[src/design/ubrg_defs.svh]
// Constant macros for the serial port and its divisor generator
`ifndef UBRG_DEFS_SVH
`define UBRG_DEFS_SVH
// ****************************************
// Register indices, byte address = 4 * index
// ****************************************
`define UBRG_IDX_DATA 4'h0
`define UBRG_IDX_IER  4'h1
`define UBRG_IDX_IIR  4'h2
`define UBRG_IDX_LCR  4'h3
`define UBRG_IDX_MCR  4'h4
`define UBRG_IDX_LSR  4'h5
`define UBRG_IDX_MSR  4'h6
`define UBRG_IDX_SCR  4'h7
// ****************************************
// Field positions
// ****************************************
`define UBRG_LCR_BRK  6
`define UBRG_LCR_DLAB 7
`define UBRG_DLM_SEL  7
`define UBRG_MCR_GATE 3
`define UBRG_IER_RX   0
`define UBRG_IER_TX   1
`define UBRG_IER_LS   2
// ****************************************
// Reset values and interrupt codes
// ****************************************
`define UBRG_REG_RST  8'h00
`define UBRG_IIR_NONE 4'h1
`define UBRG_IIR_LS   4'h6
`define UBRG_IIR_RX   4'h4
`define UBRG_IIR_TX   4'h2
// ****************************************
// Rates in Hz (100000000, 1843200, 24000000) and tick counts
// ****************************************
`define UBRG_SYS_HZ   27'h5F5E100
`define UBRG_LO_HZ    27'h01C2000
`define UBRG_HI_HZ    27'h16E3600
`define UBRG_DIV0_EFF 16'h0003
`define UBRG_TK_HALF  6'h07
`define UBRG_TK_BIT   6'h0F
`define UBRG_TK_ST15  6'h17
`define UBRG_TK_ST2   6'h1F
`endif

[src/design/ubrg_pkg.sv]
// Types and parity function shared by the serial port files
`default_nettype none
package ubrg_pkg;
   typedef enum logic [2:0] {s_idle, s_start, s_data, s_par, s_stop} ubrg_ser_e;
   typedef struct packed {
      logic [1:0] wlen;
      logic       stop_long;
      logic       par_en;
      logic       par_even;
      logic       par_stick;
   } ubrg_frame_s;
   typedef struct packed {
      logic       valid;
      logic [7:0] data;
      logic       perr;
      logic       ferr;
   } ubrg_rxres_s;
   // Parity bit for the enabled data bits
   function automatic logic ubrg_par(input logic [7:0] d, input ubrg_frame_s f);
      logic [7:0] m;
      m = {f.wlen == 2'h3, f.wlen >= 2'h2, f.wlen != 2'h0, 5'h1F};
      if (f.par_stick) return ~f.par_even;
      return (^(d & m)) ^ ~f.par_even;
   endfunction
endpackage
`default_nettype wire

[src/design/ubrg_divgen.sv]
// Source rate enables and programmable sixteen-times tick generator
`timescale 1ns/1ns
`default_nettype none
`include "ubrg_defs.svh"
module ubrg_divgen
   import ubrg_pkg::*;
(
   input  wire logic        i_clk,
   input  wire logic        i_rst,
   input  wire logic        i_run,
   input  wire logic        i_sel_hi,
   input  wire logic        i_ext_choice,
   input  wire logic        i_ext_tick,
   input  wire logic        i_load,
   input  wire logic [15:0] i_div,
   output logic             o_tick
);
   logic [26:0] acc_lo;
   logic [26:0] acc_hi;
   logic [26:0] next_acc_lo;
   logic [26:0] next_acc_hi;
   logic        wrap_lo;
   logic        wrap_hi;
   logic        src_tick;
   logic        src_go;
   logic [15:0] cnt;
   logic [15:0] eff;
   logic [15:0] low;
   logic [15:0] next_cnt;
   // fractional accumulators give both source rates
   assign next_acc_lo = acc_lo + `UBRG_LO_HZ;
   assign next_acc_hi = acc_hi + `UBRG_HI_HZ;
   assign wrap_lo     = next_acc_lo >= `UBRG_SYS_HZ;
   assign wrap_hi     = next_acc_hi >= `UBRG_SYS_HZ;
   // source choice, the external choice overrides the select bit
   assign src_tick    = i_ext_choice ? i_ext_tick : (i_sel_hi ? wrap_hi : wrap_lo);
   assign src_go      = src_tick & i_run;
   // zero counts as three, low for two source periods
   assign eff         = (i_div == 16'h0000) ? `UBRG_DIV0_EFF : i_div;
   // divisor two is low one period, high one period
   assign low         = (eff == 16'h0002) ? 16'h0001 : 16'h0002;
   assign next_cnt    = (cnt == 16'h0000) ? eff - 16'h0001 : cnt - 16'h0001;
   // Accumulators
   always_ff @(posedge i_clk) begin
      if (i_rst) begin
         acc_lo <= 27'h0000000;
         acc_hi <= 27'h0000000;
      end else begin
         acc_lo <= wrap_lo ? next_acc_lo - `UBRG_SYS_HZ : next_acc_lo;
         acc_hi <= wrap_hi ? next_acc_hi - `UBRG_SYS_HZ : next_acc_hi;
      end
   end
   // counter, tick on the rise of the divided output
   always_ff @(posedge i_clk) begin
      if (i_rst) begin
         cnt    <= 16'h0000;
         o_tick <= 1'b0;
      end else if (i_load) begin
         cnt    <= eff - 16'h0001;
         o_tick <= 1'b0;
      end else begin
         o_tick <= src_go & (eff == 16'h0001 || cnt == eff - low);
         if (src_go) cnt <= next_cnt;
      end
   end
endmodule // ubrg_divgen
`default_nettype wire

[src/design/ubrg_rx.sv]
// Receiver: mid-bit sampling and deserialising of one character
`timescale 1ns/1ns
`default_nettype none
`include "ubrg_defs.svh"
module ubrg_rx
   import ubrg_pkg::*;
(
   input  wire logic        i_clk,
   input  wire logic        i_rst,
   input  wire logic        i_tick,
   input  wire logic        i_rxd,
   input  wire ubrg_frame_s i_cfg,
   output var ubrg_rxres_s  o_res
);
   ubrg_ser_e  st;
   logic [5:0] cnt;
   logic [2:0] idx;
   logic [7:0] sh;
   logic [7:0] data_al;
   logic       perr;
   logic [2:0] last_idx;
   // Right-align the shifted word for short characters
   assign data_al  = sh >> (2'h3 - i_cfg.wlen);
   assign last_idx = 3'h4 + {1'b0, i_cfg.wlen};
   // sample at eight ticks then every sixteen, LSB first
   always_ff @(posedge i_clk) begin
      if (i_rst) begin
         st    <= s_idle;
         cnt   <= 6'h00;
         idx   <= 3'h0;
         sh    <= 8'h00;
         perr  <= 1'b0;
         o_res <= '0;
      end else begin
         o_res.valid <= 1'b0;
         if (i_tick) begin
            cnt <= cnt + 6'h01;
            case (st)
               s_idle: begin
                  cnt <= 6'h00;
                  if (!i_rxd) st <= s_start;
               end
               s_start: if (cnt == `UBRG_TK_HALF) begin
                  cnt  <= 6'h00;
                  idx  <= 3'h0;
                  perr <= 1'b0;
                  st   <= i_rxd ? s_idle : s_data;
               end
               s_data: if (cnt == `UBRG_TK_BIT) begin
                  cnt <= 6'h00;
                  sh  <= {i_rxd, sh[7:1]};
                  idx <= idx + 3'h1;
                  if (idx == last_idx) st <= i_cfg.par_en ? s_par : s_stop;
               end
               s_par: if (cnt == `UBRG_TK_BIT) begin
                  cnt  <= 6'h00;
                  perr <= i_rxd != ubrg_par(data_al, i_cfg);
                  st   <= s_stop;
               end
               default: if (cnt == `UBRG_TK_BIT) begin
                  o_res <= {1'b1, data_al, perr, ~i_rxd};
                  st    <= s_idle;
               end
            endcase
         end
      end
   end
endmodule // ubrg_rx
`default_nettype wire

[src/design/ubrg_top.sv]
// Serial port with programmable baud divisor behind a Wishbone slave
// Behaviour
// - Derive a 1.8432 MHz source for standard rates up to 115200 baud.
// - Derive a 24 MHz source for rates up to 1500000 baud.
// - Applying standby supply resets every register and all logic of the port.
// - One interrupt output is high while any enabled condition is pending.
// - Interrupt gate bit at 1 passes interrupts, at 0 holds output low.
// - One start bit, stop length of 1, 1.5 or 2 bit times.
// - Parity even, odd, forced or none per character.
// - Received serial becomes parallel; written words are sent serially.
// - Divider accepts any divisor from 1 through 32767.
// - Divider output runs at sixteen times the bit rate.
// - Divisor is fifteen bits in two byte latches loaded by software; bit 7 of the high latch is the select bit.
// - Writing either latch reloads the baud counter one clock after the latch takes the new value.
// - Divisor 0 divides the source by three.
// - Divisor 1 gives the inverse of the source clock.
// - Divisor 2 divides by two at half duty.
// - Divisor 3 or more is low two periods, high the rest.
// - MIDI rate reachable by divisor and source choice.
// - A low-power request from the power unit stops the port.
// - Select bit 7 of divisor high picks high source unless external choice.
// - Data bits travel least significant first on both directions.
`timescale 1ns/1ns
`default_nettype none
`include "ubrg_defs.svh"
module ubrg_top
   import ubrg_pkg::*;
(
   input  wire logic        I_CLK_SYS,
   input  wire logic        I_RST,
   input  wire logic        I_STANDBY_SUPPLY,
   input  wire logic        I_LOW_POWER_REQ,
   input  wire logic        I_EXT_CLK_CHOICE,
   input  wire logic        I_EXT_CLK_TICK,
   input  wire logic        I_RXD,
   input  wire logic        I_WB_CYC,
   input  wire logic        I_WB_STB,
   input  wire logic        I_WB_WE,
   input  wire logic [5:2]  I_WB_ADR,
   input  wire logic [3:0]  I_WB_SEL,
   input  wire logic [31:0] I_WB_DAT,
   output logic      [31:0] O_WB_DAT,
   output logic             O_WB_ACK,
   output logic             O_TXD,
   output logic             O_INTR,
   output logic             O_LOW_POWER_ACK
);
   // ****************************************
   // Declarations
   // ****************************************
   logic        block_system_reset;
   logic        stby_q;
   logic        rst_all;
   logic [7:0]  lcr;
   logic [3:0]  ier;
   logic [4:0]  mcr;
   logic [7:0]  scr;
   logic [7:0]  dll;
   logic [7:0]  dlm;
   logic [7:0]  rbr;
   logic [7:0]  thr;
   logic [7:0]  tx_sh;
   logic        dr;
   logic        oe;
   logic        pe;
   logic        fe;
   logic        thr_full;
   logic        thre_int;
   logic        div_load;
   logic        tx_line;
   logic        tx_par;
   ubrg_ser_e   tx_st;
   logic [5:0]  tx_cnt;
   logic [2:0]  tx_idx;
   logic [2:0]  last_idx;
   logic [5:0]  stop_end;
   ubrg_frame_s cfg;
   ubrg_rxres_s rx_res;
   logic        tick16;
   logic        req;
   logic        wr;
   logic        rd;
   logic        dlab;
   logic        wr_thr;
   logic        wr_dll;
   logic        wr_dlm;
   logic        rd_rbr;
   logic        rd_iir;
   logic        rd_lsr;
   logic        tx_take;
   logic        pend_ls;
   logic        pend_rx;
   logic        pend_tx;
   logic        pend_any;
   logic [3:0]  iir;
   logic [7:0]  lsr;
   logic [7:0]  rdata;

   // Index compare used by every decode term
   function automatic logic at(input logic [3:0] a, input logic [3:0] idx);
      return a == idx;
   endfunction

   // ****************************************
   // Block reset
   // ****************************************
   // standby supply edge resets the block
   always_ff @(posedge I_CLK_SYS) begin
      if (I_RST) begin
         stby_q             <= I_STANDBY_SUPPLY; // Supply present at reset is no edge
         block_system_reset <= 1'b0;
      end else begin
         stby_q             <= I_STANDBY_SUPPLY;
         block_system_reset <= I_STANDBY_SUPPLY & ~stby_q;
      end
   end
   assign rst_all = I_RST | block_system_reset;

   // ****************************************
   // Bus decode
   // ****************************************
   // Wishbone request, one access per acknowledge
   assign req    = I_WB_CYC & I_WB_STB & ~O_WB_ACK;
   assign wr     = req & I_WB_WE & I_WB_SEL[0];
   assign rd     = req & ~I_WB_WE;
   assign dlab   = lcr[`UBRG_LCR_DLAB];
   assign wr_thr = wr & at(I_WB_ADR, `UBRG_IDX_DATA) & ~dlab;
   assign wr_dll = wr & at(I_WB_ADR, `UBRG_IDX_DATA) & dlab;
   assign wr_dlm = wr & at(I_WB_ADR, `UBRG_IDX_IER) & dlab;
   assign rd_rbr = rd & at(I_WB_ADR, `UBRG_IDX_DATA) & ~dlab;
   assign rd_iir = rd & at(I_WB_ADR, `UBRG_IDX_IIR);
   assign rd_lsr = rd & at(I_WB_ADR, `UBRG_IDX_LSR);

   // Status words
   assign lsr = {1'b0, ~thr_full & (tx_st == s_idle), ~thr_full, 1'b0, fe, pe, oe, dr};
   assign pend_ls  = ier[`UBRG_IER_LS] & (oe | pe | fe);
   assign pend_rx  = ier[`UBRG_IER_RX] & dr;
   assign pend_tx  = ier[`UBRG_IER_TX] & thre_int;
   assign pend_any = pend_ls | pend_rx | pend_tx;
   assign iir = pend_ls ? `UBRG_IIR_LS : pend_rx ? `UBRG_IIR_RX :
                pend_tx ? `UBRG_IIR_TX : `UBRG_IIR_NONE;

   // Read data selection
   always_comb begin
      rdata = 8'h00;
      if (at(I_WB_ADR, `UBRG_IDX_DATA)) begin
         rdata = dlab ? dll : rbr;
      end else if (at(I_WB_ADR, `UBRG_IDX_IER)) begin
         rdata = dlab ? dlm : {4'h0, ier};
      end else if (at(I_WB_ADR, `UBRG_IDX_IIR)) begin
         rdata = {4'h0, iir};
      end else if (at(I_WB_ADR, `UBRG_IDX_LCR)) begin
         rdata = lcr;
      end else if (at(I_WB_ADR, `UBRG_IDX_MCR)) begin
         rdata = {3'h0, mcr};
      end else if (at(I_WB_ADR, `UBRG_IDX_LSR)) begin
         rdata = lsr;
      end else if (at(I_WB_ADR, `UBRG_IDX_SCR)) begin
         rdata = scr;
      end
   end

   // Acknowledge and read data, unmapped reads give zero
   always_ff @(posedge I_CLK_SYS) begin
      if (rst_all) begin
         O_WB_ACK <= 1'b0;
         O_WB_DAT <= 32'h00000000;
      end else begin
         O_WB_ACK <= req;
         O_WB_DAT <= {24'h000000, rdata};
      end
   end

   // ****************************************
   // Control registers
   // ****************************************
   // byte latches of the divisor, load pulse follows the write
   always_ff @(posedge I_CLK_SYS) begin
      if (rst_all) begin
         lcr      <= `UBRG_REG_RST;
         ier      <= 4'h0;
         mcr      <= 5'h00;
         scr      <= `UBRG_REG_RST;
         dll      <= `UBRG_REG_RST;
         dlm      <= `UBRG_REG_RST;
         div_load <= 1'b0;
      end else begin
         div_load <= wr_dll | wr_dlm;
         if (wr_dll) dll <= I_WB_DAT[7:0];
         if (wr_dlm) dlm <= I_WB_DAT[7:0];
         if (wr & at(I_WB_ADR, `UBRG_IDX_IER) & ~dlab) ier <= I_WB_DAT[3:0];
         if (wr & at(I_WB_ADR, `UBRG_IDX_LCR)) lcr <= I_WB_DAT[7:0];
         if (wr & at(I_WB_ADR, `UBRG_IDX_MCR)) mcr <= I_WB_DAT[4:0];
         if (wr & at(I_WB_ADR, `UBRG_IDX_SCR)) scr <= I_WB_DAT[7:0];
      end
   end

   // character framing from the line control
   assign cfg.wlen      = lcr[1:0];
   assign cfg.stop_long = lcr[2];
   assign cfg.par_en    = lcr[3];
   assign cfg.par_even  = lcr[4];
   assign cfg.par_stick = lcr[5];

   // ****************************************
   // Divisor generator and receiver
   // ****************************************
   // select bit and divisor, e.g. 48 on the high source for MIDI
   ubrg_divgen u_divgen (
      .i_clk        (I_CLK_SYS),
      .i_rst        (rst_all),
      .i_run        (~O_LOW_POWER_ACK),
      .i_sel_hi     (dlm[`UBRG_DLM_SEL]),
      .i_ext_choice (I_EXT_CLK_CHOICE),
      .i_ext_tick   (I_EXT_CLK_TICK),
      .i_load       (div_load),
      .i_div        ({1'b0, dlm[6:0], dll}),
      .o_tick       (tick16)
   );

   ubrg_rx u_rx (
      .i_clk (I_CLK_SYS),
      .i_rst (rst_all),
      .i_tick(tick16),
      .i_rxd (I_RXD),
      .i_cfg (cfg),
      .o_res (rx_res)
   );

   // receive flags, a new event wins over a read clear
   always_ff @(posedge I_CLK_SYS) begin
      if (rst_all) begin
         rbr <= `UBRG_REG_RST;
         dr  <= 1'b0;
         oe  <= 1'b0;
         pe  <= 1'b0;
         fe  <= 1'b0;
      end else begin
         if (rx_res.valid) rbr <= rx_res.data;
         dr <= rx_res.valid | (dr & ~rd_rbr);
         oe <= (rx_res.valid & dr & ~rd_rbr) | (oe & ~rd_lsr);
         pe <= (rx_res.valid & rx_res.perr) | (pe & ~rd_lsr);
         fe <= (rx_res.valid & rx_res.ferr) | (fe & ~rd_lsr);
      end
   end

   // ****************************************
   // Transmitter
   // ****************************************
   assign tx_take  = tick16 & (tx_st == s_idle) & thr_full;
   assign last_idx = 3'h4 + {1'b0, cfg.wlen};
   // stop ticks: 16, or 24 for five-bit words, else 32
   assign stop_end = ~cfg.stop_long ? `UBRG_TK_BIT :
                     (cfg.wlen == 2'h0) ? `UBRG_TK_ST15 : `UBRG_TK_ST2;

   // Holding register and empty interrupt, set wins over clear
   always_ff @(posedge I_CLK_SYS) begin
      if (rst_all) begin
         thr      <= `UBRG_REG_RST;
         thr_full <= 1'b0;
         thre_int <= 1'b0;
      end else begin
         if (wr_thr) thr <= I_WB_DAT[7:0];
         thr_full <= wr_thr | (thr_full & ~tx_take);
         thre_int <= tx_take | (thre_int & ~wr_thr & ~(rd_iir & iir == `UBRG_IIR_TX));
      end
   end

   // shift out LSB first with start, parity and stop
   always_ff @(posedge I_CLK_SYS) begin
      if (rst_all) begin
         tx_st   <= s_idle;
         tx_cnt  <= 6'h00;
         tx_idx  <= 3'h0;
         tx_sh   <= 8'h00;
         tx_line <= 1'b1;
         tx_par  <= 1'b0;
      end else if (tick16) begin
         tx_cnt <= tx_cnt + 6'h01;
         case (tx_st)
            s_idle: begin
               tx_cnt <= 6'h00;
               if (thr_full) begin
                  tx_st   <= s_start;
                  tx_sh   <= thr;
                  tx_par  <= ubrg_par(thr, cfg);
                  tx_line <= 1'b0;
               end
            end
            s_start: if (tx_cnt == `UBRG_TK_BIT) begin
               tx_cnt  <= 6'h00;
               tx_idx  <= 3'h0;
               tx_st   <= s_data;
               tx_line <= tx_sh[0];
            end
            s_data: if (tx_cnt == `UBRG_TK_BIT) begin
               tx_cnt <= 6'h00;
               if (tx_idx == last_idx) begin
                  tx_st   <= cfg.par_en ? s_par : s_stop;
                  tx_line <= cfg.par_en ? tx_par : 1'b1;
               end else begin
                  tx_idx  <= tx_idx + 3'h1;
                  tx_sh   <= tx_sh >> 1;
                  tx_line <= tx_sh[1];
               end
            end
            s_par: if (tx_cnt == `UBRG_TK_BIT) begin
               tx_cnt  <= 6'h00;
               tx_st   <= s_stop;
               tx_line <= 1'b1;
            end
            default: if (tx_cnt == stop_end) begin
               tx_cnt <= 6'h00;
               tx_st  <= s_idle;
            end
         endcase
      end
   end

   // ****************************************
   // Outputs
   // ****************************************
   // gated interrupt, low power once the transmitter is idle
   always_ff @(posedge I_CLK_SYS) begin
      if (rst_all) begin
         O_TXD           <= 1'b1;
         O_INTR          <= 1'b0;
         O_LOW_POWER_ACK <= 1'b0;
      end else begin
         O_TXD           <= tx_line & ~lcr[`UBRG_LCR_BRK];
         O_INTR          <= mcr[`UBRG_MCR_GATE] & pend_any;
         O_LOW_POWER_ACK <= I_LOW_POWER_REQ & (tx_st == s_idle) & ~thr_full;
      end
   end
endmodule // ubrg_top
`default_nettype wire

[config.mk]
export PLATFORM = sky130hd
export DESIGN_NAME = ubrg_top
export DESIGN_NICKNAME = d
export VERILOG_FILES = /design/src/design/ubrg_pkg.sv /design/src/design/ubrg_divgen.sv /design/src/design/ubrg_rx.sv /design/src/design/ubrg_top.sv
export VERILOG_INCLUDE_DIRS = /design/src /design/src/design
export SDC_FILE = /design/constraint.sdc
export NUM_CORES = 1
export LEC_CHECK = 0
export BUFFER_PORTS_ARGS = -buffer_cell sky130_fd_sc_hd__buf_2
export CAP_MARGIN = 20
export CORE_MARGIN = 2
export CORE_UTILIZATION = 35
export CTS_CLUSTER_SIZE = 40
export DETAILED_ROUTE_END_ITERATION = 16
export PLACE_DENSITY = 0.62
export RECOVER_POWER = 100
export SYNTH_ARGS = -nofsm -noshare
export SYNTH_HDL_FRONTEND = slang
export SYNTH_SLANG_ARGS = --single-unit
export TNS_END_PERCENT = 50
[constraint.sdc]
create_clock -name I_CLK_SYS -period 6.34 [get_ports I_CLK_SYS]
set_clock_uncertainty 0.15 [all_clocks]
set_input_delay 0.634 -clock I_CLK_SYS [delete_from_list [all_inputs] [get_ports I_CLK_SYS]]
set_output_delay 0.634 -clock I_CLK_SYS [all_outputs]
set_load 0.05 [all_outputs]
==> key figures, run 1 <==
Setup path
  – Critical Path Sink Type: flop
  – R2R setup slack: 1.32 ns
  – Crit path DAT: 5.16 ns
  – Endpoint of the worst register-to-register path: u_rx.perr
  – Critical path, cell by cell: or2_0 -> clkbuf_2 -> o41ai_1
  – CP max-delay cell: sky130_fd_sc_hd__or2_0
  – Largest stage delay on the critical path: 2.90 ns
  – Largest fanout on the critical path: 64
  – Kind of start point of the critical path: flop
  – Critical register-to-register path startpoint: block_system_reset
  – Depth of the most critical reg-to-reg path: 3
  – Required arrival time at the worst endpoint: 6.48 ns
  – Crit Path Class: flop to flop

Run
  – MaxCap Viol Count: 1

Die
  – Initial Util: 0.357
  – Die height: 181 microns
  – CORE AREA: 0.0307 sq mm
  – # rows: 64
  – Full die area: 0.0327 sq mm
  – Number of top-level pins: 86
  – Horizontal extent of the die: 181 microns

Clock tree
  – Clock insertion delay at the later pin of the skew report: 0.44 ns
  – Number of buffers added by the clock tree synthesis step: 17
  – Post_cts resized: 0
  – TritonCTS sink count: 187
  – Number of setup buffers added after CTS: 0
  – TritonCTS clock tree: done
  – CTS Buffer Depth: 2
  – Root buffer selected by CTS: sky130_fd_sc_hd__clkbuf_16
  – Maximum level of the CTS H-tree: 4
  – Hold bufs inserted after CTS: 0
  – Clk pin slew, worst setup/hold paths: 0.08 ns

Timing
  – Total Negative Setup Slacks: 0 ns
  – Pin slew with the least headroom to its limit: 4.12 ns
  – RSZ-0062 raised after global routing: false
  – Final hold violation count: 0
  – Final-report setup violation count: 0
  – Headroom to the max-slew limit: -1.75
  – Number of slew-limit violations in the final report: 65
  – Max Clock Freq: 199 MHz
  – Period minus WS final: 5.02 ns
  – Fraction of the cycle the final worst path needs: 0.792

Placed design
  – Count of buffers from port buffering: 34
  – HPWL after detailed placement: 18200 microns
  – Cell count after placement: 1711
  – GP Congestion: 0.887

Synth
  – Post-synth top area share: 0.342
  – Predominant post-synthesis flop cell: sky130_fd_sc_hd__dfxtp_1
  – Avg Cell Area, Syn: 8.10 sq um
  – Warnings, synthesis: 0
  – Post-synth design cell area: 0.0109 sq mm
  – Most area-hungry cell type in the Yosys netlist: sky130_fd_sc_hd__dfxtp_1
  – Cell types with the largest area share after synthesis: sky130_fd_sc_hd__dfxtp_1, sky130_fd_sc_hd__mux2i_1, sky130_fd_sc_hd__nor2_1, sky130_fd_sc_hd__xnor2_1, sky130_fd_sc_hd__a21oi_1
  – Number of unique standard cell types used by synthesis: 90
  – Number of synthesized flops with an enable pin: 0
  – Cells after Synth: 1351
  – Proportion of synthesized chip area in sequential cells: 0.342
  – Post-synth ARST share: 0
  – FF+latch count, synth: 187

Cells and area
  – Utilization of the core after routing: 0.384
  – Layout-stage area growth over the synthesis result: 7.64%
  – Final std cells w/o fill: 1745
  – Antenna diodes: 0
  – Share of post-route cells with drive strength above 1: 0.0726
  – Final-stage net count: 1407

Global route
  – GR Layer Usage met3: 0.0252
  – First-pass GRT wire length: 43600 microns
  – Via count of the first global-routing pass: 8660
  – GRT busiest layer: met2
  – Total global routing track utilization: 0.159
  – Number of antenna violations at the first check in global routing: 1
  – Remaining Overflow, GRT: 0
  – Largest net degree at the start of global routing: 65
  – Global Route met2 Usage: 0.262
  – Fraction of met1 tracks used by global routing: 0.216

Pwr
  – Part of the total power dissipated in combinational logic: 0.340
  – Max VDD drop: 0.203 mV
  – Fraction of power consumed by the clock network: 0.291
  – Design internal power: 2.33 mW
  – Sequential fraction of design power: 0.369
  – Power per cell area: 326 mW/mm^2
  – Sw Share: 0.395
  – Net switching power: 1.52 mW
  – Post-route total power: 3.84 mW
  – Static leakage power: 4.26 nW

Worst hold path
  – Type of the most critical hold path: input port to flop
  – Sink of the worst hold path: stby_q
  – Beginning of the worst hold path: I_STANDBY_SUPPLY
  – Number of cells on the worst hold path: 1

Outcome
  – Run status: finished, violations left
  – Failing checks: capacitance limit, slew limit

Route
  – Vias/cell: 5.30
  – Post-route DRC violation count: 0
  – Total wire length after detailed routing: 25900 microns
  – Routed vias: 9247
  – WL/cell: 14.8 microns
  – Iteration count of the initial detailed-routing pass: 5
  – Number of nets still failing antenna checks after routing: 0
  – Detailed Route Iter0 Violations: 673
-- cells in the final DEF (no fill, tap or decap), types with 32 or more instances in the layout --
master / count
sky130_fd_sc_hd__dfxtp_1: 187
sky130_fd_sc_hd__nand2_1: 117
sky130_fd_sc_hd__a21oi_1: 97
sky130_fd_sc_hd__nor3_1: 32
sky130_fd_sc_hd__inv_1: 33
sky130_fd_sc_hd__nor2_1: 215
sky130_fd_sc_hd__mux2i_1: 85
sky130_fd_sc_hd__xnor2_1: 67
sky130_fd_sc_hd__xor2_1: 44
sky130_fd_sc_hd__o21ai_0: 59
-- area by class of cell --
cell class / instances / area [sq um]
Fill cell: 3200 / 18900
Clock inverter: 15 / 211
Sequential cell: 187 / 3740
Timing Repair Buffer: 42 / 210
Multi-Input combinational cell: 1055 / 6570
Tap cell: 396 / 495
Inverter: 33 / 124
Clock buffer: 17 / 425
-- routing by layer --
metal,up-vias,share of wire
li1,4639,-
met1,4408,0.48
met2,171,0.47
met3,27,0.032
met4,2,0.012
met5,-,0.00050
-- worst max-delay path: cells and delay by family (launching register included) --
family | cells | cell delay, ns
flops | 1 | 0.33
compound gates | 1 | 0.17
simple gates | 1 | 2.90
buf+inv | 1 | 1.24
-- power by group through the flow --
stage / clock network [mW] / logic (mW) / registers (mW)
final: 1.12 / 1.31 / 1.42
after global routing: 1.19 / 1.47 / 1.44
after CTS: 1.15 / 1.28 / 1.42
after detailed placement: 0 / 1.27 / 1.44
after global placement: 0 / 1.26 / 1.44
after floorplan: 0 / 1.09 / 1.38
-- cells by family after synthesis --
kind of cell | Yosys count | synth area share
multiplexers | 92 | 0.0860
AO/OA/AOI/OAI | 277 | 0.164
AND/OR/NAND/NOR | 530 | 0.230
other | 1 | 0.000343
buffers and inverters | 132 | 0.0637
XOR/XNOR | 111 | 0.0889
adder cells (fa/ha/maj) | 21 | 0.0247
flip-flops | 187 | 0.342
-- flip-flops by register name, indices dropped and copies added, names as in the netlist, 11 cells and up --
name / cells
u_divgen.acc_hi: 19
u_divgen.acc_lo: 19
u_divgen.cnt: 16
u_rx.o_res: 11
-- Yosys cell counts, drive strengths merged (7+ instances only) --
library cell  count
nand2           117
o31ai            10
and3             18
o211ai           12
nor2            216
or3              17
a21oi            97
xor2             44
and2             13
xnor2            67
a221oi            9
nand4            11
nor3             35
mux2i            85
a31oi            12
a22oi             7
nand3            30
dfxtp           187
nand2b           14
ha               20
or2              10
nor3b            10
clkbuf           53
buf              46
inv              33
a211oi           11
nor4             11
o21ai            61
nor2b             9
-- per-stage QoR --
stage | worst slack (ns) | hold slack, ns | area, sq um
final | 1.32 | 0.158 | 11800
after global routing | 0.819 | 0.140 | 11800
after CTS | 1.49 | 0.139 | 11800
after detailed placement | 1.52 | 0.242 | 11200
after global placement | 1.64 | 0.230 | 11200
after floorplan | 2.18 | 0.222 | 11000
-- how the worst max path moves through the flow --
stage	from	to	slack (ns)	cells past startpoint
after floorplan	dlm[1]	u_divgen.o_tick	2.18	16
after global placement	dll[6]	u_divgen.o_tick	1.64	15
after detailed placement	dll[6]	u_divgen.o_tick	1.52	15
after CTS	dll[6]	u_divgen.o_tick	1.49	15
after global routing	block_system_reset	u_rx.perr	0.82	3
final	block_system_reset	u_rx.perr	1.32	3
No activity file was read; power rests on OpenSTA's default activity.
==> run 2: changes to the inputs <==
--- a/config.mk
+++ b/config.mk
@@ -12,7 +12,7 @@
 export CORE_UTILIZATION = 35
 export CTS_CLUSTER_SIZE = 40
 export DETAILED_ROUTE_END_ITERATION = 16
-export PLACE_DENSITY = 0.62
+export PLACE_DENSITY = 0.64
 export RECOVER_POWER = 100
 export SYNTH_ARGS = -nofsm -noshare
 export SYNTH_HDL_FRONTEND = slang
==> constraint.sdc (replaced) <==
create_clock -name I_CLK_SYS -period 4.2 [get_ports I_CLK_SYS]
set_clock_uncertainty 0.15 [all_clocks]
set_input_delay 0.42 -clock I_CLK_SYS [delete_from_list [all_inputs] [get_ports I_CLK_SYS]]
set_output_delay 0.42 -clock I_CLK_SYS [all_outputs]
set_load 0.05 [all_outputs]
==> run 2 against run 1 <==
  * The run still ends with capacitance limit, slew limit left
  * Critical path depth rose by 12
  * Design area rose by 1.1%
  * Die area did not move
  * Flip-flop and latch count did not move
  * Clock power rose by 47%
  * Cell count rose by 1.2%
  * Global-route usage barely moved
  * Setup slack got worse by 1.1 ns
  * Count of clock-buffer cells in the layout did not move
  * Fmax rose by 26%
  * Utilization rose by 0.40 points
==> key figures, run 2 (same netlist as run 1, synthesis figures left out) <==
Outcome
  – Run status: finished, violations left
  – Failing checks: capacitance limit, slew limit

Setup path
  – Required arrival time at the worst endpoint: 4.40 ns (-2.08 ns)
  – Critical Path Sink Type: flop
  – Critical path, cell by cell: or3_2 -> nor4_2 -> and2_4 -> ha_1 -> inv_1 -> fa_1 -> nor2b_2 -> a21oi_1 -> or2_2 -> o311ai_0 -> nand4_1 -> or4_1 -> nor3_1 -> a21oi_1 -> nor4_2
  – CP max-delay cell: sky130_fd_sc_hd__or4_1
  – Largest delay contributor family on the critical path: simple AND/OR/NAND/NOR gates
  – Largest fanout on the critical path: 5 (-92%)
  – Kind of start point of the critical path: flop
  – Crit Path Class: flop to flop
  – Number of buffer and inverter instances along the worst setup path: 1 (unchanged)
  – Largest stage delay on the critical path: 0.54 ns (-2.36 ns)
  – Crit path DAT: 4.18 ns (-0.98 ns)

Run
  – MaxCap Viol Count: 1 (unchanged)

Cells and area
  – Antenna diodes: 0 (unchanged)
  – Final-stage net count: 1428 (+1.5%)
  – Share of post-route cells with drive strength above 1: 0.0825 (+0.00984)
  – Layout-stage area growth over the synthesis result: 8.77%
  – Commonest cells after routing, fill and taps aside: sky130_fd_sc_hd__nor2_1, sky130_fd_sc_hd__dfxtp_1, sky130_fd_sc_hd__nand2_1
  – Registers with the highest flip-flop counts: u_divgen.acc_hi (19), u_divgen.acc_lo (19), u_divgen.cnt (16)
  – Most frequent standard cell in the layout excluding fill and tap cells: sky130_fd_sc_hd__nor2_1

Clock tree
  – TritonCTS clock tree: done
  – Number of setup buffers added after CTS: 0 (unchanged)
  – Root buffer selected by CTS: sky130_fd_sc_hd__clkbuf_16
  – Clk pin slew, worst setup/hold paths: 0.08 ns (about the same)
  – Maximum level of the CTS H-tree: 4 (unchanged)
  – CTS Buffer Depth: 2 (unchanged)
  – Clock insertion delay at the later pin of the skew report: 0.45 ns (about the same)
  – TritonCTS sink count: 187 (unchanged)
  – Number of buffers added by the clock tree synthesis step: 17 (unchanged)

Worst hold path
  – Type of the most critical hold path: input port to flop

Timing
  – Pin slew with the least headroom to its limit: 1.84 ns (-2.28 ns)
  – Final hold violation count: 0 (unchanged)
  – Headroom to the max-slew limit: -0.228 (+1.52)
  – Fraction of the cycle the final worst path needs: 0.948 (+0.156)
  – Final-report setup violation count: 0 (unchanged)
  – Total Negative Setup Slacks: 0 ns (unchanged)
  – Number of slew-limit violations in the final report: 45 (-31%)
  – RSZ-0062 raised after global routing: false
  – Period minus WS final: 3.98 ns (-1.04 ns)
  – Max Clock Freq: 251 MHz (+26%)

Pwr
  – Net switching power: 2.23 mW (+47%)
  – Sw Share: 0.387 (-0.00841)
  – Part of the total power dissipated in combinational logic: 0.342 (+0.002)
  – Max VDD drop: 0.304 mV (+50%)
  – Design internal power: 3.53 mW (+52%)
  – Sequential fraction of design power: 0.372 (+0.003)
  – Fraction of power consumed by the clock network: 0.286 (-0.005)
  – Static leakage power: 4.34 nW (+1.8%)
  – Post-route total power: 5.76 mW (+50%)
  – Power per cell area: 484 mW/mm^2 (+48%)

Global route
  – Total global routing track utilization: 0.159 (-0.000453)
  – Largest net degree at the start of global routing: 67 (+3.1%)
  – Via count of the first global-routing pass: 8498 (-1.9%)
  – Number of antenna violations at the first check in global routing: 1 (unchanged)
  – First-pass GRT wire length: 43000 microns (-1.3%)
  – Remaining Overflow, GRT: 0 (unchanged)

Route
  – Number of nets still failing antenna checks after routing: 0 (unchanged)
  – Iteration count of the initial detailed-routing pass: 5 (unchanged)
  – Routed vias: 9252 (+0.054%)
  – WL/cell: 14.9 microns (+0.38%)
  – Vias/cell: 5.24 (-1.1%)
  – Post-route DRC violation count: 0 (unchanged)
  – Total wire length after detailed routing: 26300 microns (+1.6%)
  – Detailed Route Iter0 Violations: 427 (-37%)

Placed design
  – HPWL after detailed placement: 18900 microns (+3.9%)
  – GP Congestion: 0.915 (+3.2%)
  – Count of buffers from port buffering: 34 (unchanged)

Die
  – CORE AREA: 0.0307 sq mm (unchanged)
  – Horizontal extent of the die: 181 microns (unchanged)
  – Initial Util: 0.357 (unchanged)
  – Die height: 181 microns (unchanged)
  – Number of top-level pins: 86 (unchanged)
  – # rows: 64 (unchanged)
  – Full die area: 0.0327 sq mm (unchanged)
## run 2: timing repair
item	in CTS	in global routing
setup endpoints to repair	0	1
hold buffers	2	0
resized for setup	0	3
endpoints found under the hold margin	2	0
## run 2: layer usage
| metal | global-route usage | up-vias | routed length (microns) |
|---|---|---|---|
| met5 | 0 | - | 0 |
| met4 | 0.0432 | 0 | 439 |
| met3 | 0.0248 | 35 | 1080 |
| met2 | 0.270 | 202 | 12500 |
| met1 | 0.208 | 4350 | 12200 |
| li1 | - | 4665 | - |
## run 2: area by class of cell
class,instances,area [sq um]
clock buffer,17,425
clock inverter,15,178
fill,3128,18800
inverter,33,124
multi-input combinational,1055,6590
sequential,187,3740
tap,396,495
timing repair buffer,63,349
## run 2: path summary, 6_finish.rpt
kind | start | to | slack, ns | cells past startpoint
hold reg to reg | stby_q | block_system_reset | 0.24 | 1
hold / removal | I_LOW_POWER_REQ | O_LOW_POWER_ACK | 0.04 | 3
setup / recovery | dlm[0] | u_divgen.o_tick | 0.22 | 15
setup reg to reg | dlm[0] | u_divgen.o_tick | 0.22 | 15
## run 2: stage by stage
step | cells | utilization | cell area [sq um] | hold WS, ns | setup WS [ns]
after global routing | 1766 | 0.388 | 11900 | 0.0619 | 0.00339
after floorplan | 1374 | - | 11000 | 0.222 | 0.0364
after CTS | 1765 | 0.390 | 11900 | 0.0271 | 0.0797
after detailed placement | 1731 | 0.369 | 11300 | 0.240 | 0.0970
after global placement | 1731 | 0.369 | 11300 | 0.230 | 0.160
final | 1766 | 0.388 | 11900 | 0.0444 | 0.220
## run 2: worst register-to-register path, stage by stage, from the launching register on
cell	delay (ns)
sky130_fd_sc_hd__dfxtp_1	0.31
sky130_fd_sc_hd__or3_2	0.53
sky130_fd_sc_hd__nor4_2	0.35
sky130_fd_sc_hd__and2_4	0.22
sky130_fd_sc_hd__ha_1	0.14
sky130_fd_sc_hd__inv_1	0.06
sky130_fd_sc_hd__fa_1	0.44
sky130_fd_sc_hd__nor2b_2	0.18
sky130_fd_sc_hd__a21oi_1	0.08
sky130_fd_sc_hd__or2_2	0.26
sky130_fd_sc_hd__o311ai_0	0.10
sky130_fd_sc_hd__nand4_1	0.14
sky130_fd_sc_hd__or4_1	0.54
sky130_fd_sc_hd__nor3_1	0.19
sky130_fd_sc_hd__a21oi_1	0.07
sky130_fd_sc_hd__nor4_2	0.12
## run 2: power by group through the flow
stage | Clock [mW] | Sequential (mW) | Combinational [mW]
finish | 1.65 | 2.14 | 1.97
global route | 1.76 | 2.17 | 2.21
CTS | 1.69 | 2.14 | 1.93
detailed placement | 0 | 2.17 | 1.92
global placement | 0 | 2.17 | 1.90
floorplan | 0 | 2.09 | 1.65
==> run 3: changes to the inputs <==
--- a/config.mk
+++ b/config.mk
@@ -14,6 +14,7 @@
 export DETAILED_ROUTE_END_ITERATION = 16
 export PLACE_DENSITY = 0.64
 export RECOVER_POWER = 100
+export REMOVE_ABC_BUFFERS = 1
 export SYNTH_ARGS = -nofsm -noshare
 export SYNTH_HDL_FRONTEND = slang
 export SYNTH_SLANG_ARGS = --single-unit
==> run 3 against run 2 <==
  * The run still ends with capacitance limit, slew limit left
  * Via count is 1.3% higher
  * Sequential power hardly changed
  * Total power decreased by 0.48%
  * Setup slack gained 0.0085 ns
  * Global-route usage grew 0.30 points
  * Fmax up 0.21%
  * Cell count is essentially flat
  * Count of clock-buffer cells in the layout rose by 1
  * Hold slack better by 0.00067 ns
  * Largest cell class unchanged
==> key figures, run 3 (same netlist as run 1, synthesis figures left out) <==
Timing
  – Fraction of the cycle the final worst path needs: 0.946 (-0.00203)
  – Hold WS: 0.0451 ns (+0.000670 ns)
  – Final-report setup violation count: 0 (unchanged)
  – Final hold violation count: 0 (unchanged)
  – Period minus WS final: 3.97 ns (-0.00853 ns)
  – Max Clock Freq: 252 MHz (+0.21%)
  – Headroom to the max-slew limit: -0.243 (-0.0147)
  – Number of slew-limit violations in the final report: 45 (unchanged)
  – Pin slew with the least headroom to its limit: 1.86 ns (+0.0221 ns)
  – RSZ-0062 raised after global routing: false
  – Total Negative Setup Slacks: 0 ns (unchanged)

Placed design
  – GP Congestion: 0.900 (-1.6%)
  – HPWL after detailed placement: 19000 microns (+0.33%)
  – Count of buffers from port buffering: 34 (unchanged)

Setup path
  – Endpoint of the worst register-to-register path: u_divgen.o_tick
  – Largest fanout on the critical path: 6 (+1)
  – Crit Path Class: flop to flop
  – R2R setup slack: 0.23 ns (about the same)
  – Kind of start point of the critical path: flop
  – CP max-delay cell: sky130_fd_sc_hd__or3_2
  – Crit path DAT: 4.16 ns (-0.02 ns)
  – Required arrival time at the worst endpoint: 4.39 ns (about the same)
  – Critical path, cell by cell: or3_2 -> nor4_2 -> buf_4 -> and2_2 -> ha_1 -> inv_1 -> fa_2 -> or2_1 -> or3_4 -> nor3_2 -> a31oi_1 -> or4_1 -> nor3_2 -> a21oi_1 -> nor4_2
  – Critical register-to-register path startpoint: dlm[0]
  – Largest stage delay on the critical path: 0.53 ns (about the same)
  – Critical Path Sink Type: flop
  – Depth of the most critical reg-to-reg path: 15 (unchanged)

Cells and area
  – Registers with the highest flip-flop counts: u_divgen.acc_hi (19), u_divgen.acc_lo (19), u_divgen.cnt (16)
  – Final-stage net count: 1425 (-0.21%)
  – Layout-stage area growth over the synthesis result: 8.77% (unchanged)
  – Most frequent standard cell in the layout excluding fill and tap cells: sky130_fd_sc_hd__nor2_1
  – Share of post-route cells with drive strength above 1: 0.0841 (+0.00164)
  – Commonest cells after routing, fill and taps aside: sky130_fd_sc_hd__nor2_1, sky130_fd_sc_hd__dfxtp_1, sky130_fd_sc_hd__nand2_1

Die
  – Horizontal extent of the die: 181 microns (unchanged)
  – Initial Util: 0.357 (unchanged)
  – Die height: 181 microns (unchanged)
  – CORE AREA: 0.0307 sq mm (unchanged)
  – Full die area: 0.0327 sq mm (unchanged)
  – # rows: 64 (unchanged)
  – Number of top-level pins: 86 (unchanged)

Global route
  – Global Route met2 Usage: 0.271 (+0.000608)
  – Largest net degree at the start of global routing: 64 (-4.5%)
  – GR Layer Usage met3: 0.0323 (+0.00746)
  – Fraction of met1 tracks used by global routing: 0.210 (+0.00153)
  – Total global routing track utilization: 0.162 (+0.00295)
  – Via count of the first global-routing pass: 8847 (+4.1%)
  – Remaining Overflow, GRT: 0 (unchanged)
  – First-pass GRT wire length: 44000 microns (+2.4%)
  – GRT busiest layer: met2
  – Number of antenna violations at the first check in global routing: 2 (+1)

Pwr
  – Design internal power: 3.51 mW (-0.45%)
  – Fraction of power consumed by the clock network: 0.286 (about the same)
  – Static leakage power: 4.34 nW (-0.10%)
  – Power per cell area: 481 mW/mm^2 (-0.48%)
  – Sequential fraction of design power: 0.374 (+0.002)
  – Max VDD drop: 0.322 mV (+6.0%)
  – Net switching power: 2.21 mW (-0.51%)
  – Part of the total power dissipated in combinational logic: 0.341 (about the same)
  – Sw Share: 0.387 (about the same)

Outcome
  – Run status: finished, violations left
  – Failing checks: capacitance limit, slew limit

Worst hold path
  – Type of the most critical hold path: input port to flop
  – Beginning of the worst hold path: I_LOW_POWER_REQ
  – Number of cells on the worst hold path: 3 (unchanged)
  – Sink of the worst hold path: O_LOW_POWER_ACK

Route
  – Total wire length after detailed routing: 26600 microns (+1.3%)
  – Iteration count of the initial detailed-routing pass: 5 (unchanged)
  – Post-route DRC violation count: 0 (unchanged)
  – WL/cell: 15.1 microns (+1.3%)
  – Number of nets still failing antenna checks after routing: 0 (unchanged)
  – Vias/cell: 5.31 (+1.3%)
  – Detailed Route Iter0 Violations: 562 (+32%)
  – Routed vias: 9369 (+1.3%)

Clock tree
  – Root buffer selected by CTS: sky130_fd_sc_hd__clkbuf_16
  – TritonCTS sink count: 187 (unchanged)
  – TritonCTS clock tree: done
  – Maximum level of the CTS H-tree: 4 (unchanged)
  – Clock insertion delay at the later pin of the skew report: 0.45 ns (about the same)
  – CTS Buffer Depth: 2 (unchanged)
  – Number of buffers added by the clock tree synthesis step: 17 (unchanged)
  – Clk pin slew, worst setup/hold paths: 0.07 ns (about the same)
  – Number of setup buffers added after CTS: 0 (unchanged)

Run
  – MaxCap Viol Count: 1 (unchanged)
## run 3: changes by cell type in the layout (fill, tap and decap cells not counted), moves of 2 or more
cell and change:
sky130_fd_sc_hd__inv_8 -2, sky130_fd_sc_hd__diode_2 +2, sky130_fd_sc_hd__clkinv_4 -2, sky130_fd_sc_hd__clkbuf_1 -3, sky130_fd_sc_hd__clkinv_2 +2
## run 3: per-layer routing
metal  vias to the layer above  wire [microns]
met4                         0             391
met5                         -               0
met2                       224           12500
met3                        26            1190
li1                       4669               -
met1                      4450           12500
## run 3: final cells by class
cell class	instances	area, sq um
sequential	187	3740
antenna	2	5.00
fill	3147	18800
clock inverter	14	156
timing repair buffer	60	334
inverter	33	124
multi-input combinational	1055	6600
clock buffer	18	439
tap	396	495
## run 3: how the worst max path moves through the flow
| stage | startpoint | to | slack, ns |
|---|---|---|---|
| 3_5_place_dp | dlm[0] | u_divgen.o_tick | 0.09 |
| 3_3_place_gp | dlm[0] | u_divgen.o_tick | 0.14 |
| 6_report | dlm[0] | u_divgen.o_tick | 0.23 |
| 2_1_floorplan | dll[6] | u_divgen.o_tick | 0.05 |
| 4_1_cts | dlm[0] | u_divgen.o_tick | 0.04 |
| 5_1_grt | dlm[0] | u_divgen.o_tick | 0.007 |
## run 3: power groups by stage
stage | clock (mW) | combinational [mW] | sequential [mW]
2_1_floorplan | 0 | 1.54 | 2.13
6_report | 1.64 | 1.95 | 2.14
5_1_grt | 1.74 | 2.20 | 2.17
4_1_cts | 1.68 | 1.94 | 2.13
3_3_place_gp | 0 | 1.91 | 2.17
3_5_place_dp | 0 | 1.92 | 2.17
## run 3: worst max-delay path: cells and delay by family, from the launching register on
kind                       cells  cell delay [ns]
and+or+nand+nor                9             2.51
adders and majority gates      2             0.54
DFF                            1             0.31
buffers and inverters          2             0.25
AOI/OAI and AO/OA              2             0.11
## run 3: timing repair
| item | CTS | global route |
|---|---|---|
| hold endpoints to repair | 2 | 0 |
| hold buffers | 2 | 0 |
| resized for setup | 0 | 6 |
| setup endpoints to repair | 0 | 1 |
## run 3: per-stage QoR
| step | area [sq um] | util | worst slack [ns] | std cells | power [mW] |
|---|---|---|---|---|---|
| final | 11900 | 0.388 | 0.229 | 1765 | 5.73 |
| after global routing | 11900 | 0.388 | 0.00667 | 1765 | 6.11 |
| after CTS | 11900 | 0.389 | 0.0361 | 1762 | 5.75 |
| after detailed placement | 11300 | 0.369 | 0.0851 | 1728 | 4.09 |
| after floorplan | 10500 | - | 0.0500 | 1275 | 3.66 |
| after global placement | 11300 | 0.369 | 0.141 | 1728 | 4.08 |
